**config.mk**
```make
export PLATFORM = sky130hd
export DESIGN_NAME = pci_interrupt_steering
export DESIGN_NICKNAME = d
export VERILOG_FILES = /design/src/irq_steer_pkg.sv /design/src/irq_line_merge.sv /design/src/pci_interrupt_steering.sv
export SDC_FILE = /design/constraint.sdc
export NUM_CORES = 1
export LEC_CHECK = 0
export BUFFER_PORTS_ARGS = -buffer_cell sky130_fd_sc_hd__buf_2
export CAP_MARGIN = 20
export CELL_PAD_IN_SITES_DETAIL_PLACEMENT = 0
export CELL_PAD_IN_SITES_GLOBAL_PLACEMENT = 2
export CORE_MARGIN = 3
export CORE_UTILIZATION = 32
export DETAILED_ROUTE_END_ITERATION = 6
export GPL_ROUTABILITY_DRIVEN = 0
export PLACE_DENSITY_LB_ADDON = 0.08
export SLEW_MARGIN = 25
export SYNTH_ARGS = -nofsm -noshare
export SYNTH_HDL_FRONTEND = slang
export SYNTH_HIERARCHICAL = 1
export SYNTH_SLANG_ARGS = --single-unit
```
**constraint.sdc**
```tcl
create_clock -name clock -period 2.6 [get_ports clock]
set_clock_uncertainty 0.15 [all_clocks]
set_input_delay 0.13 -clock clock [delete_from_list [all_inputs] [get_ports clock]]
set_output_delay 0.13 -clock clock [all_outputs]
set_load 0.02 [all_outputs]
```
**src/irq_steer_pkg.sv**
```systemverilog
package irq_steer_pkg;

  // Shared request lines and slots.
  localparam int unsigned SHARED_LINES = 4;
  localparam int unsigned SLOT_COUNT   = 3;
  localparam int unsigned SLOT_PINS    = 4;
  localparam int unsigned IRQ_LINES    = 16;
  localparam int unsigned SEL_WIDTH    = 3;

  // Indices of the shared request lines.
  localparam int unsigned SHARED_A = 0;
  localparam int unsigned SHARED_B = 1;
  localparam int unsigned SHARED_C = 2;
  localparam int unsigned SHARED_D = 3;

  // Rotation of each slot's pins onto the shared lines.
  localparam int unsigned SLOT1_ROTATE = 0;
  localparam int unsigned SLOT2_ROTATE = 1;
  localparam int unsigned SLOT3_ROTATE = 2;

  // Fixed system IRQ numbers.
  localparam int unsigned IRQ_TIMER    = 0;
  localparam int unsigned IRQ_KEYBOARD = 1;
  localparam int unsigned IRQ_CASCADE  = 2;
  localparam int unsigned IRQ_RTC      = 8;
  localparam int unsigned IRQ_FPU      = 13;

  // Steering choice: code to system IRQ number.
  localparam logic [3:0] STEER_IRQ [8] = '{
    4'h3, 4'h4, 4'h5, 4'h7, 4'h9, 4'hB, 4'hE, 4'hF
  };

  // Mask of system IRQs a shared line may reach.
  localparam logic [15:0] STEERABLE_MASK = 16'hCAB8;

  // Reset value of the per-line enables: all lines off.
  localparam logic [3:0] ENABLE_RESET = 4'h0;

endpackage

```
**src/irq_line_merge.sv**
```systemverilog
`timescale 1ns/1ps
`default_nettype none
module irq_line_merge
  import irq_steer_pkg::*;
(
  // Clock and reset.
  input  wire logic                 clock,
  input  wire logic                 reset,
  // Active-high request per shared line.
  input  wire logic [3:0]           line_active,
  input  wire logic [3:0]           line_enable,
  input  wire logic [4*SEL_WIDTH-1:0] line_select,
  // Merged steered requests on system IRQ numbers.
  output logic      [15:0]          steered_q
);

  logic [15:0] steered_d;

  always_comb begin
    steered_d = 16'h0000;
    for (int i = 0; i < SHARED_LINES; i++) begin
      if (line_enable[i] && line_active[i]) begin
        steered_d[STEER_IRQ[line_select[i*SEL_WIDTH +: SEL_WIDTH]]] = 1'b1;
      end
    end
  end

  always_ff @(posedge clock) begin
    if (reset) begin
      steered_q <= 16'h0000;
    end else begin
      steered_q <= steered_d;
    end
  end

  a_steer_legal: assert property (@(posedge clock) disable iff (reset)
    (steered_q & ~STEERABLE_MASK) == 16'h0000)
    else $error("steered request on a non steerable IRQ");

endmodule
`default_nettype wire

```
**src/pci_interrupt_steering.sv**
```systemverilog
`timescale 1ns/1ps
`default_nettype none
module pci_interrupt_steering
  import irq_steer_pkg::*;
(
  // Clock and reset.
  input  wire logic                   clock,
  input  wire logic                   reset,
  // Slot interrupt pins, active low, pin A in bit 0.
  input  wire logic [3:0]             slot1_int_n,
  input  wire logic [3:0]             slot2_int_n,
  input  wire logic [3:0]             slot3_int_n,
  // Onboard sources, active low.
  input  wire logic                   video_inta_n,
  input  wire logic                   video_intb_n,
  input  wire logic                   usb_inta_n,
  input  wire logic                   lan_inta_n,
  // Steering controls.
  input  wire logic [3:0]             steer_enable,
  input  wire logic [4*SEL_WIDTH-1:0] steer_select,
  // ISA device requests, active high, and ISA ownership of each IRQ.
  input  wire logic [15:0]            isa_irq,
  input  wire logic [15:0]            isa_owned,
  // Fixed system resources.
  input  wire logic                   timer_irq,
  input  wire logic                   keyboard_full,
  input  wire logic                   cascade_irq,
  input  wire logic                   rtc_irq,
  input  wire logic                   fpu_error,
  input  wire logic                   io_channel_check,
  // Outputs to the legacy irq controller.
  output logic      [15:0]            system_irq_q,
  output logic                        nmi_q,
  output logic      [3:0]             shared_pci_request_n_q,
  output logic                        steer_conflict_q
);

  logic [3:0]  shared_pci_request_n;
  logic [3:0]  line_active;
  logic [3:0]  enable_d;
  logic [3:0]  enable_q;
  logic [15:0] steered_q;
  logic [15:0] fixed_irq;
  logic [15:0] steer_owned;
  logic [15:0] irq_d;
  logic        conflict_d;
  logic [3:0]  req_d;

  always_comb begin
    shared_pci_request_n = 4'hF;
    for (int p = 0; p < SLOT_PINS; p++) begin
      shared_pci_request_n[(p + SLOT1_ROTATE) % SHARED_LINES] &= slot1_int_n[p];
      shared_pci_request_n[(p + SLOT2_ROTATE) % SHARED_LINES] &= slot2_int_n[p];
      shared_pci_request_n[(p + SLOT3_ROTATE) % SHARED_LINES] &= slot3_int_n[p];
    end
    shared_pci_request_n[SHARED_B] &= video_inta_n;
    shared_pci_request_n[SHARED_C] &= video_intb_n;
    shared_pci_request_n[SHARED_C] &= lan_inta_n;
    shared_pci_request_n[SHARED_D] &= usb_inta_n;
    line_active = ~shared_pci_request_n;
  end

  // Block lines aimed at owned IRQs.
  always_comb begin
    steer_owned = 16'h0000;
    enable_d    = ENABLE_RESET;
    conflict_d  = 1'b0;
    for (int i = 0; i < SHARED_LINES; i++) begin
      if (steer_enable[i]) begin
        steer_owned[STEER_IRQ[steer_select[i*SEL_WIDTH +: SEL_WIDTH]]] = 1'b1;
      end
    end
    for (int i = 0; i < SHARED_LINES; i++) begin
      if (steer_enable[i] &&
          !isa_owned[STEER_IRQ[steer_select[i*SEL_WIDTH +: SEL_WIDTH]]]) begin
        enable_d[i] = 1'b1;
      end
    end
    conflict_d = |(steer_owned & isa_owned);
  end

  always_ff @(posedge clock) begin
    if (reset) begin
      enable_q <= ENABLE_RESET;
    end else begin
      enable_q <= enable_d;
    end
  end

  irq_line_merge u_merge (
    .clock       (clock),
    .reset       (reset),
    .line_active (line_active),
    .line_enable (enable_q),
    .line_select (steer_select),
    .steered_q   (steered_q)
  );

  always_comb begin
    fixed_irq               = 16'h0000;
    fixed_irq[IRQ_TIMER]    = timer_irq;
    fixed_irq[IRQ_KEYBOARD] = keyboard_full;
    fixed_irq[IRQ_CASCADE]  = cascade_irq;
    fixed_irq[IRQ_RTC]      = rtc_irq;
    fixed_irq[IRQ_FPU]      = fpu_error;
    irq_d = fixed_irq | (isa_irq & isa_owned & STEERABLE_MASK) |
            (isa_irq & isa_owned & ~STEERABLE_MASK & ~fixed_mask()) |
            (steered_q & STEERABLE_MASK);
    req_d = shared_pci_request_n;
  end

  function automatic logic [15:0] fixed_mask();
    logic [15:0] m;
    m = 16'h0000;
    m[IRQ_TIMER]    = 1'b1;
    m[IRQ_KEYBOARD] = 1'b1;
    m[IRQ_CASCADE]  = 1'b1;
    m[IRQ_RTC]      = 1'b1;
    m[IRQ_FPU]      = 1'b1;
    return m;
  endfunction

  always_ff @(posedge clock) begin
    if (reset) begin
      system_irq_q           <= 16'h0000;
      nmi_q                  <= 1'b0;
      shared_pci_request_n_q <= 4'hF;
      steer_conflict_q       <= 1'b0;
    end else begin
      system_irq_q           <= irq_d;
      nmi_q                  <= io_channel_check;
      shared_pci_request_n_q <= req_d;
      steer_conflict_q       <= conflict_d;
    end
  end

  a_slot1_straight: assert property (@(posedge clock) disable iff (reset)
    !slot1_int_n[0] |=> !shared_pci_request_n_q[SHARED_A])
    else $error("slot one pin A did not reach line A");

  a_slot2_rotate: assert property (@(posedge clock) disable iff (reset)
    !slot2_int_n[0] |=> !shared_pci_request_n_q[SHARED_B])
    else $error("slot two pin A did not reach line B");

  a_slot2_wrap: assert property (@(posedge clock) disable iff (reset)
    !slot2_int_n[3] |=> !shared_pci_request_n_q[SHARED_A])
    else $error("slot two pin D did not reach line A");

  a_slot3_rotate: assert property (@(posedge clock) disable iff (reset)
    !slot3_int_n[0] |=> !shared_pci_request_n_q[SHARED_C])
    else $error("slot three pin A did not reach line C");

  a_slot3_wrap: assert property (@(posedge clock) disable iff (reset)
    !slot3_int_n[3] |=> !shared_pci_request_n_q[SHARED_B])
    else $error("slot three pin D did not reach line B");

  a_video_line: assert property (@(posedge clock) disable iff (reset)
    !video_inta_n |=> !shared_pci_request_n_q[SHARED_B])
    else $error("video pin A did not reach line B");

  a_lan_line: assert property (@(posedge clock) disable iff (reset)
    !lan_inta_n |=> !shared_pci_request_n_q[SHARED_C])
    else $error("LAN request did not reach line C");

  a_usb_line: assert property (@(posedge clock) disable iff (reset)
    !usb_inta_n |=> !shared_pci_request_n_q[SHARED_D])
    else $error("USB request did not reach line D");

  a_shared_release: assert property (@(posedge clock) disable iff (reset)
    &slot1_int_n && &slot2_int_n && &slot3_int_n && video_inta_n && video_intb_n &&
    usb_inta_n && lan_inta_n |=> &shared_pci_request_n_q)
    else $error("shared line low with every source idle");

  a_fixed_timer: assert property (@(posedge clock) disable iff (reset)
    system_irq_q[IRQ_TIMER] == $past(timer_irq) && system_irq_q[IRQ_RTC] == $past(rtc_irq))
    else $error("fixed IRQ not driven");

  a_fixed_others: assert property (@(posedge clock) disable iff (reset)
    system_irq_q[IRQ_KEYBOARD] == $past(keyboard_full) &&
    system_irq_q[IRQ_CASCADE] == $past(cascade_irq) &&
    system_irq_q[IRQ_FPU] == $past(fpu_error))
    else $error("keyboard, cascade or coprocessor IRQ not driven");

  a_nmi_follow: assert property (@(posedge clock) disable iff (reset)
    nmi_q == $past(io_channel_check))
    else $error("NMI does not follow channel check");

  a_level_held: assert property (@(posedge clock) disable iff (reset)
    enable_q[SHARED_A] && !shared_pci_request_n[SHARED_A] && $stable(steer_select)
    ##1 enable_q[SHARED_A] && !shared_pci_request_n[SHARED_A] && $stable(steer_select)
    |=> system_irq_q[STEER_IRQ[$past(steer_select[SEL_WIDTH-1:0])]])
    else $error("steered line A not held");

  a_owned_block: assert property (@(posedge clock) disable iff (reset)
    steer_enable[SHARED_A] && isa_owned[STEER_IRQ[steer_select[SEL_WIDTH-1:0]]]
    |=> !enable_q[SHARED_A])
    else $error("line steered onto owned IRQ");

  a_conflict_flag: assert property (@(posedge clock) disable iff (reset)
    steer_conflict_q == $past(|(steer_owned & isa_owned)))
    else $error("sharing conflict not flagged");

endmodule
`default_nettype wire

```
# Yosys cells after proc, flatten, opt, wreduce, memory -nomap -nowiden
# Memory sizes are Yosys's and may differ from the RTL's.
# Index checks and enable logic that the tools add are counted.
# word_totals
register_bits	42
word_cells	103
romBits	128
n_memories	4
# mem_list
name	depth	width	read_ports	rd_ports_with_merged_regs	wr	line	source
(no name shown)	8	4	1	0	0	irq_line_merge.sv:23	steered_d[STEER_IRQ[line_select[i*SEL_WIDTH +: SEL_WIDTH]]] = 1'b1;
(no name shown)	8	4	1	0	0	pci_interrupt_steering.sv:75	!isa_owned[STEER_IRQ[steer_select[i*SEL_WIDTH +: SEL_WIDTH]]]) begin
(no name shown)	8	4	1	0	0	irq_line_merge.sv:23	
(no name shown)	8	4	1	0	0	irq_line_merge.sv:23	
# classes
reduce_logical	17
n_mux	36
order_cmp	12
bitwise_logic	28
# ops
cell	count
$mux W16	8
$or A16 B16 Y16	7
$and A16 B16 Y16	2
$mux W4	8
$lt A4 B5 Y1 const B	4
$bmux W1 S4	4
$demux W1 S4	4
$ge A4 B1 Y1 const B	4
$ge A4 B4 Y1 const B	4
$not A3 Y4	4
$or A14 B16 Y16	1
$or A16 B13 Y16	1
$reduce_or A16 Y1	1
$and A1 B1 Y1	12
$logic_and A1 B1 Y1	12
$mux W1	12
$logic_not A1 Y1	4
$not A4 Y4	1

# Logic depth before layout (Yosys ltp)
# depth
depth_word	17
mapped_depth	10
depth_no_buf	8

# By module
# The synthesis kept the hierarchy.
# by_module_without_submodules
mod	cells_each	instances	area_per_inst_um2	seq_area_each_um2
pci_interrupt_steering	296	1	2506.2	520.5
irq_line_merge	150	1	1341.3	320.3

# Worst setup path after synthesis
# OpenSTA, ideal clock, no wires.
# synth_path
path_kind	input port to flip-flop
from	input steer_select[7]
to	register steer_conflict_q
setup_time_ps	131
path_slack_ps	381
t_arrival_ps	1938
required_ps	2319
stages	10
n_path_buf	2
cell_sequence	clkbuf_1 > inv_1 > ha_1 > clkbuf_1 > mux2i_1 > nor4b_1 > a2111oi_0 > o311ai_0 > nor4_1 > a31oi_1
# synth_between
elab_chain_cells	14
elab_cells_between_ends	15
# synth_rtl
item	line	source
from (decl)	pci_interrupt_steering.sv:20	input wire logic [4*SEL_WIDTH-1:0] steer_select,
$not A3 Y4 (implied by the code) (*)	pci_interrupt_steering.sv:70	steer_owned[STEER_IRQ[steer_select[i*SEL_WIDTH +: SEL_WIDTH]]] = 1'b1;
$mem_v2 Z8 W4 (*)	n/a	
$mux W4 (*) (2 in a row)	n/a	
$lt A4 B5 Y1 / $ge A4 B1 Y1 (equally long branches)	n/a	
$logic_and A1 B1 Y1	n/a	
$mux W1	n/a	
$demux W1 S4 (*)	n/a	
$or A16 B16 Y16 (no source line) (*)	n/a	
$mux W16 (*)	pci_interrupt_steering.sv:69	if (steer_enable[i]) begin
$or A16 B16 Y16 (no source line)	n/a	
$mux W16 (*)	pci_interrupt_steering.sv:69	
$and A16 B16 Y16 (*)	pci_interrupt_steering.sv:79	conflict_d = |(steer_owned & isa_owned);
$reduce_or A16 Y1 (*)	pci_interrupt_steering.sv:79	
to (signal assigned)	pci_interrupt_steering.sv:133	steer_conflict_q <= conflict_d;
to (decl)	pci_interrupt_steering.sv:35	output logic steer_conflict_q
# Every way passes the cells marked *; elsewhere a longest branch is shown, timed or not. The select of a mux whose other input is x is not followed.
# A chain may end at the register's enable or synchronous reset.

# Final worst setup path
# layout_path
from	input steer_enable[1]
to	register steer_conflict_q
# layout_between
elab_chain_cells	7
# layout_rtl
item	line	source
from (decl)	pci_interrupt_steering.sv:19	input wire logic [3:0] steer_enable,
$mux W16 (*)	pci_interrupt_steering.sv:69	
$or A16 B16 Y16 (no source line)	n/a	
$mux W16 (*)	pci_interrupt_steering.sv:69	
$or A16 B16 Y16 (no source line)	n/a	
$mux W16 (*)	pci_interrupt_steering.sv:69	
$and A16 B16 Y16 (*)	pci_interrupt_steering.sv:79	
$reduce_or A16 Y1 (*)	pci_interrupt_steering.sv:79	
# Every way passes the cells marked *; elsewhere a longest branch is shown, timed or not.

==> reports/metrics.yaml <==
finalCriticalPeriod_ns: 2.251
drc: 0
cts_tree: "built"
timing.fmax_ghz: 0.4442
regArea_um2: 680.7
crit_fanout: 7
hold_class: "input pin to register"
worstPathArrival_ns: 2.27
clockBufferDepth: 2
antenna_found_initial: 0
hold_violations: 1
grt_pass1_vias: 3378
post_drt_wl_per_cell_um: 19.33
netlist_area_um2: 3428
cap_viol_max_count: 0
drt-initial-drc-count: 220
vias_per_cell: 5.461
n_antenna_cell: 0
cts_setup_buffers: 0
grt_max_degree: 23
routed_wl_mm: 12.70
grt-ovfl-total: 0
cts.clk_slew.worst_paths_ns: 0.09
initial_core_util: 0.3306
fin_hold_ws_ns: -0.002359
area_growth_pct: 30.55
via_count: 3588
multi_input_area_um2: 2525
layout-drive-gt1-share: 0.2783
core_area_um2: 10370
fp.dieW_um: 109.5
dpl.hpwl_mm: 9.703
tns_ns: 0
postRouteAntennaNets: 0
place_inst: 625
total_power_mw: 1.756
dp_slack_ns: 0.1852
final_max_slew_viol_count: 0
p_leak_nw: 2.038
ir_worst_vdd_mv: 0.3178
yosysWarningCount: 6
cp.required_ns: 2.62
fin_crit_sh: 0.8658
worstSetupEndpointType: "register"
grt_pass1_wl_mm: 19.01
slew-limit-headroom: 0.6991
fp-row-count: 37
synth_area_per_cell_um2: 8.549
finalSetupViolations: 0
setup_ws_ns: 0.3490
fill_cells: 1071
grt_util_all_layers: 0.2118
layout.cells.non_filler: 657
dieArea_um2: 11990
cts_sinks: 34
crit_type: "input pin to register"
rsz0062_at_grt: "false"
status: "finished with violations"
syn_nets: 507
p_per_area_nw_per_um2: 392.3
nets: 626
synth_cells: 401
htreeDepth: 2
violations: "hold timing"
worst_pin_slew_ns: 0.4400
insertion_delay_ns: 0.31
firstDrtPassIters: 5
cts_buffers: 5
worstSetupStartpointType: "input pin"
cts-root-buf: "clkbuf_8"
fp.dieH_um: 109.5
port_buffers: 88
boundaryPins: 94
cts_repair_resize_count: 0
-- per-layer routing --
| layer | GRT usage | routed length, µm | part of all wire |
|---|---|---|---|
| met4 | 0.06322 | 244 | 0.019 |
| met5 | 0 | 0 | 0 |
| met1 | 0.2894 | 6003 | 0.47 |
| met2 | 0.3448 | 5785 | 0.46 |
| met3 | 0.03112 | 669 | 0.053 |
-- repair_timing --
action	4_1_cts	5_1_grt
hold buffers	24	0
hold endpoints to repair	22	0
setup endpoints to repair	0	0
-- cell type report --
type,count,area share
multi-input combinational,317,0.5642
timing repair buffer,137,0.1940
sequential,34,0.1521
tap,136,0.03802
inverter,25,0.02097
clock buffer,5,0.01538
clock inverter,3,0.01538
-- flip-flops by register name, indices dropped and copies added, names as in the netlist --
name                    flops
enable_q                    4
nmi_q                       1
shared_pci_request_n_q      4
steer_conflict_q            1
system_irq_q               16
u_merge/steered_q           8
-- cells in the final DEF, fill, tap and decap left out, types with 17 or more instances in the layout --
cell type,count
buf_2,88
ha_1,34
dfxtp_1,34
nand2_1,29
mux2i_1,29
inv_1,25
buf_4,25
dlygate4sd3_1,24
nor2_1,18
nand3_1,17
nand2b_1,17
-- critical path: stages --
cell,delay (ns)
dlygate4sd3_1,0.53
buf_2,0.16
nand2_1,0.10
a211oi_1,0.05
a2111oi_0,0.49
buf_4,0.20
o311ai_0,0.16
nor4_1,0.31
a31oi_1,0.14
-- power by group --
group	switching (mW)	total (mW)	internal (mW)
logic	0.325	0.588	0.263
registers	0.00890	0.556	0.547
clock network	0.227	0.612	0.384
-- through the flow --
stage,hold slack (ns),area (µm²),utilization
2_1_floorplan,0.05161,3428,-
3_3_place_gp,0.1864,4098,0.3952
3_5_place_dp,0.1954,4098,0.3952
4_1_cts,0.004357,4476,0.4316
5_1_grt,0.01339,4476,0.4316
6_report,-0.002359,4476,0.4316
-- worst paths after layout --
kind | from | endpoint | slack (ns) | cells past startpoint
min | slot2_int_n[2] | shared_pci_request_n_q[3] | -0.002 | 3
max | steer_enable[1] | steer_conflict_q | 0.35 | 9
max reg2reg | enable_q[1] | u_merge/steered_q[9] | 1.24 | 3
min reg2reg | u_merge/steered_q[4] | system_irq_q[4] | 0.29 | 2
Power figures use the tool's default switching activity.
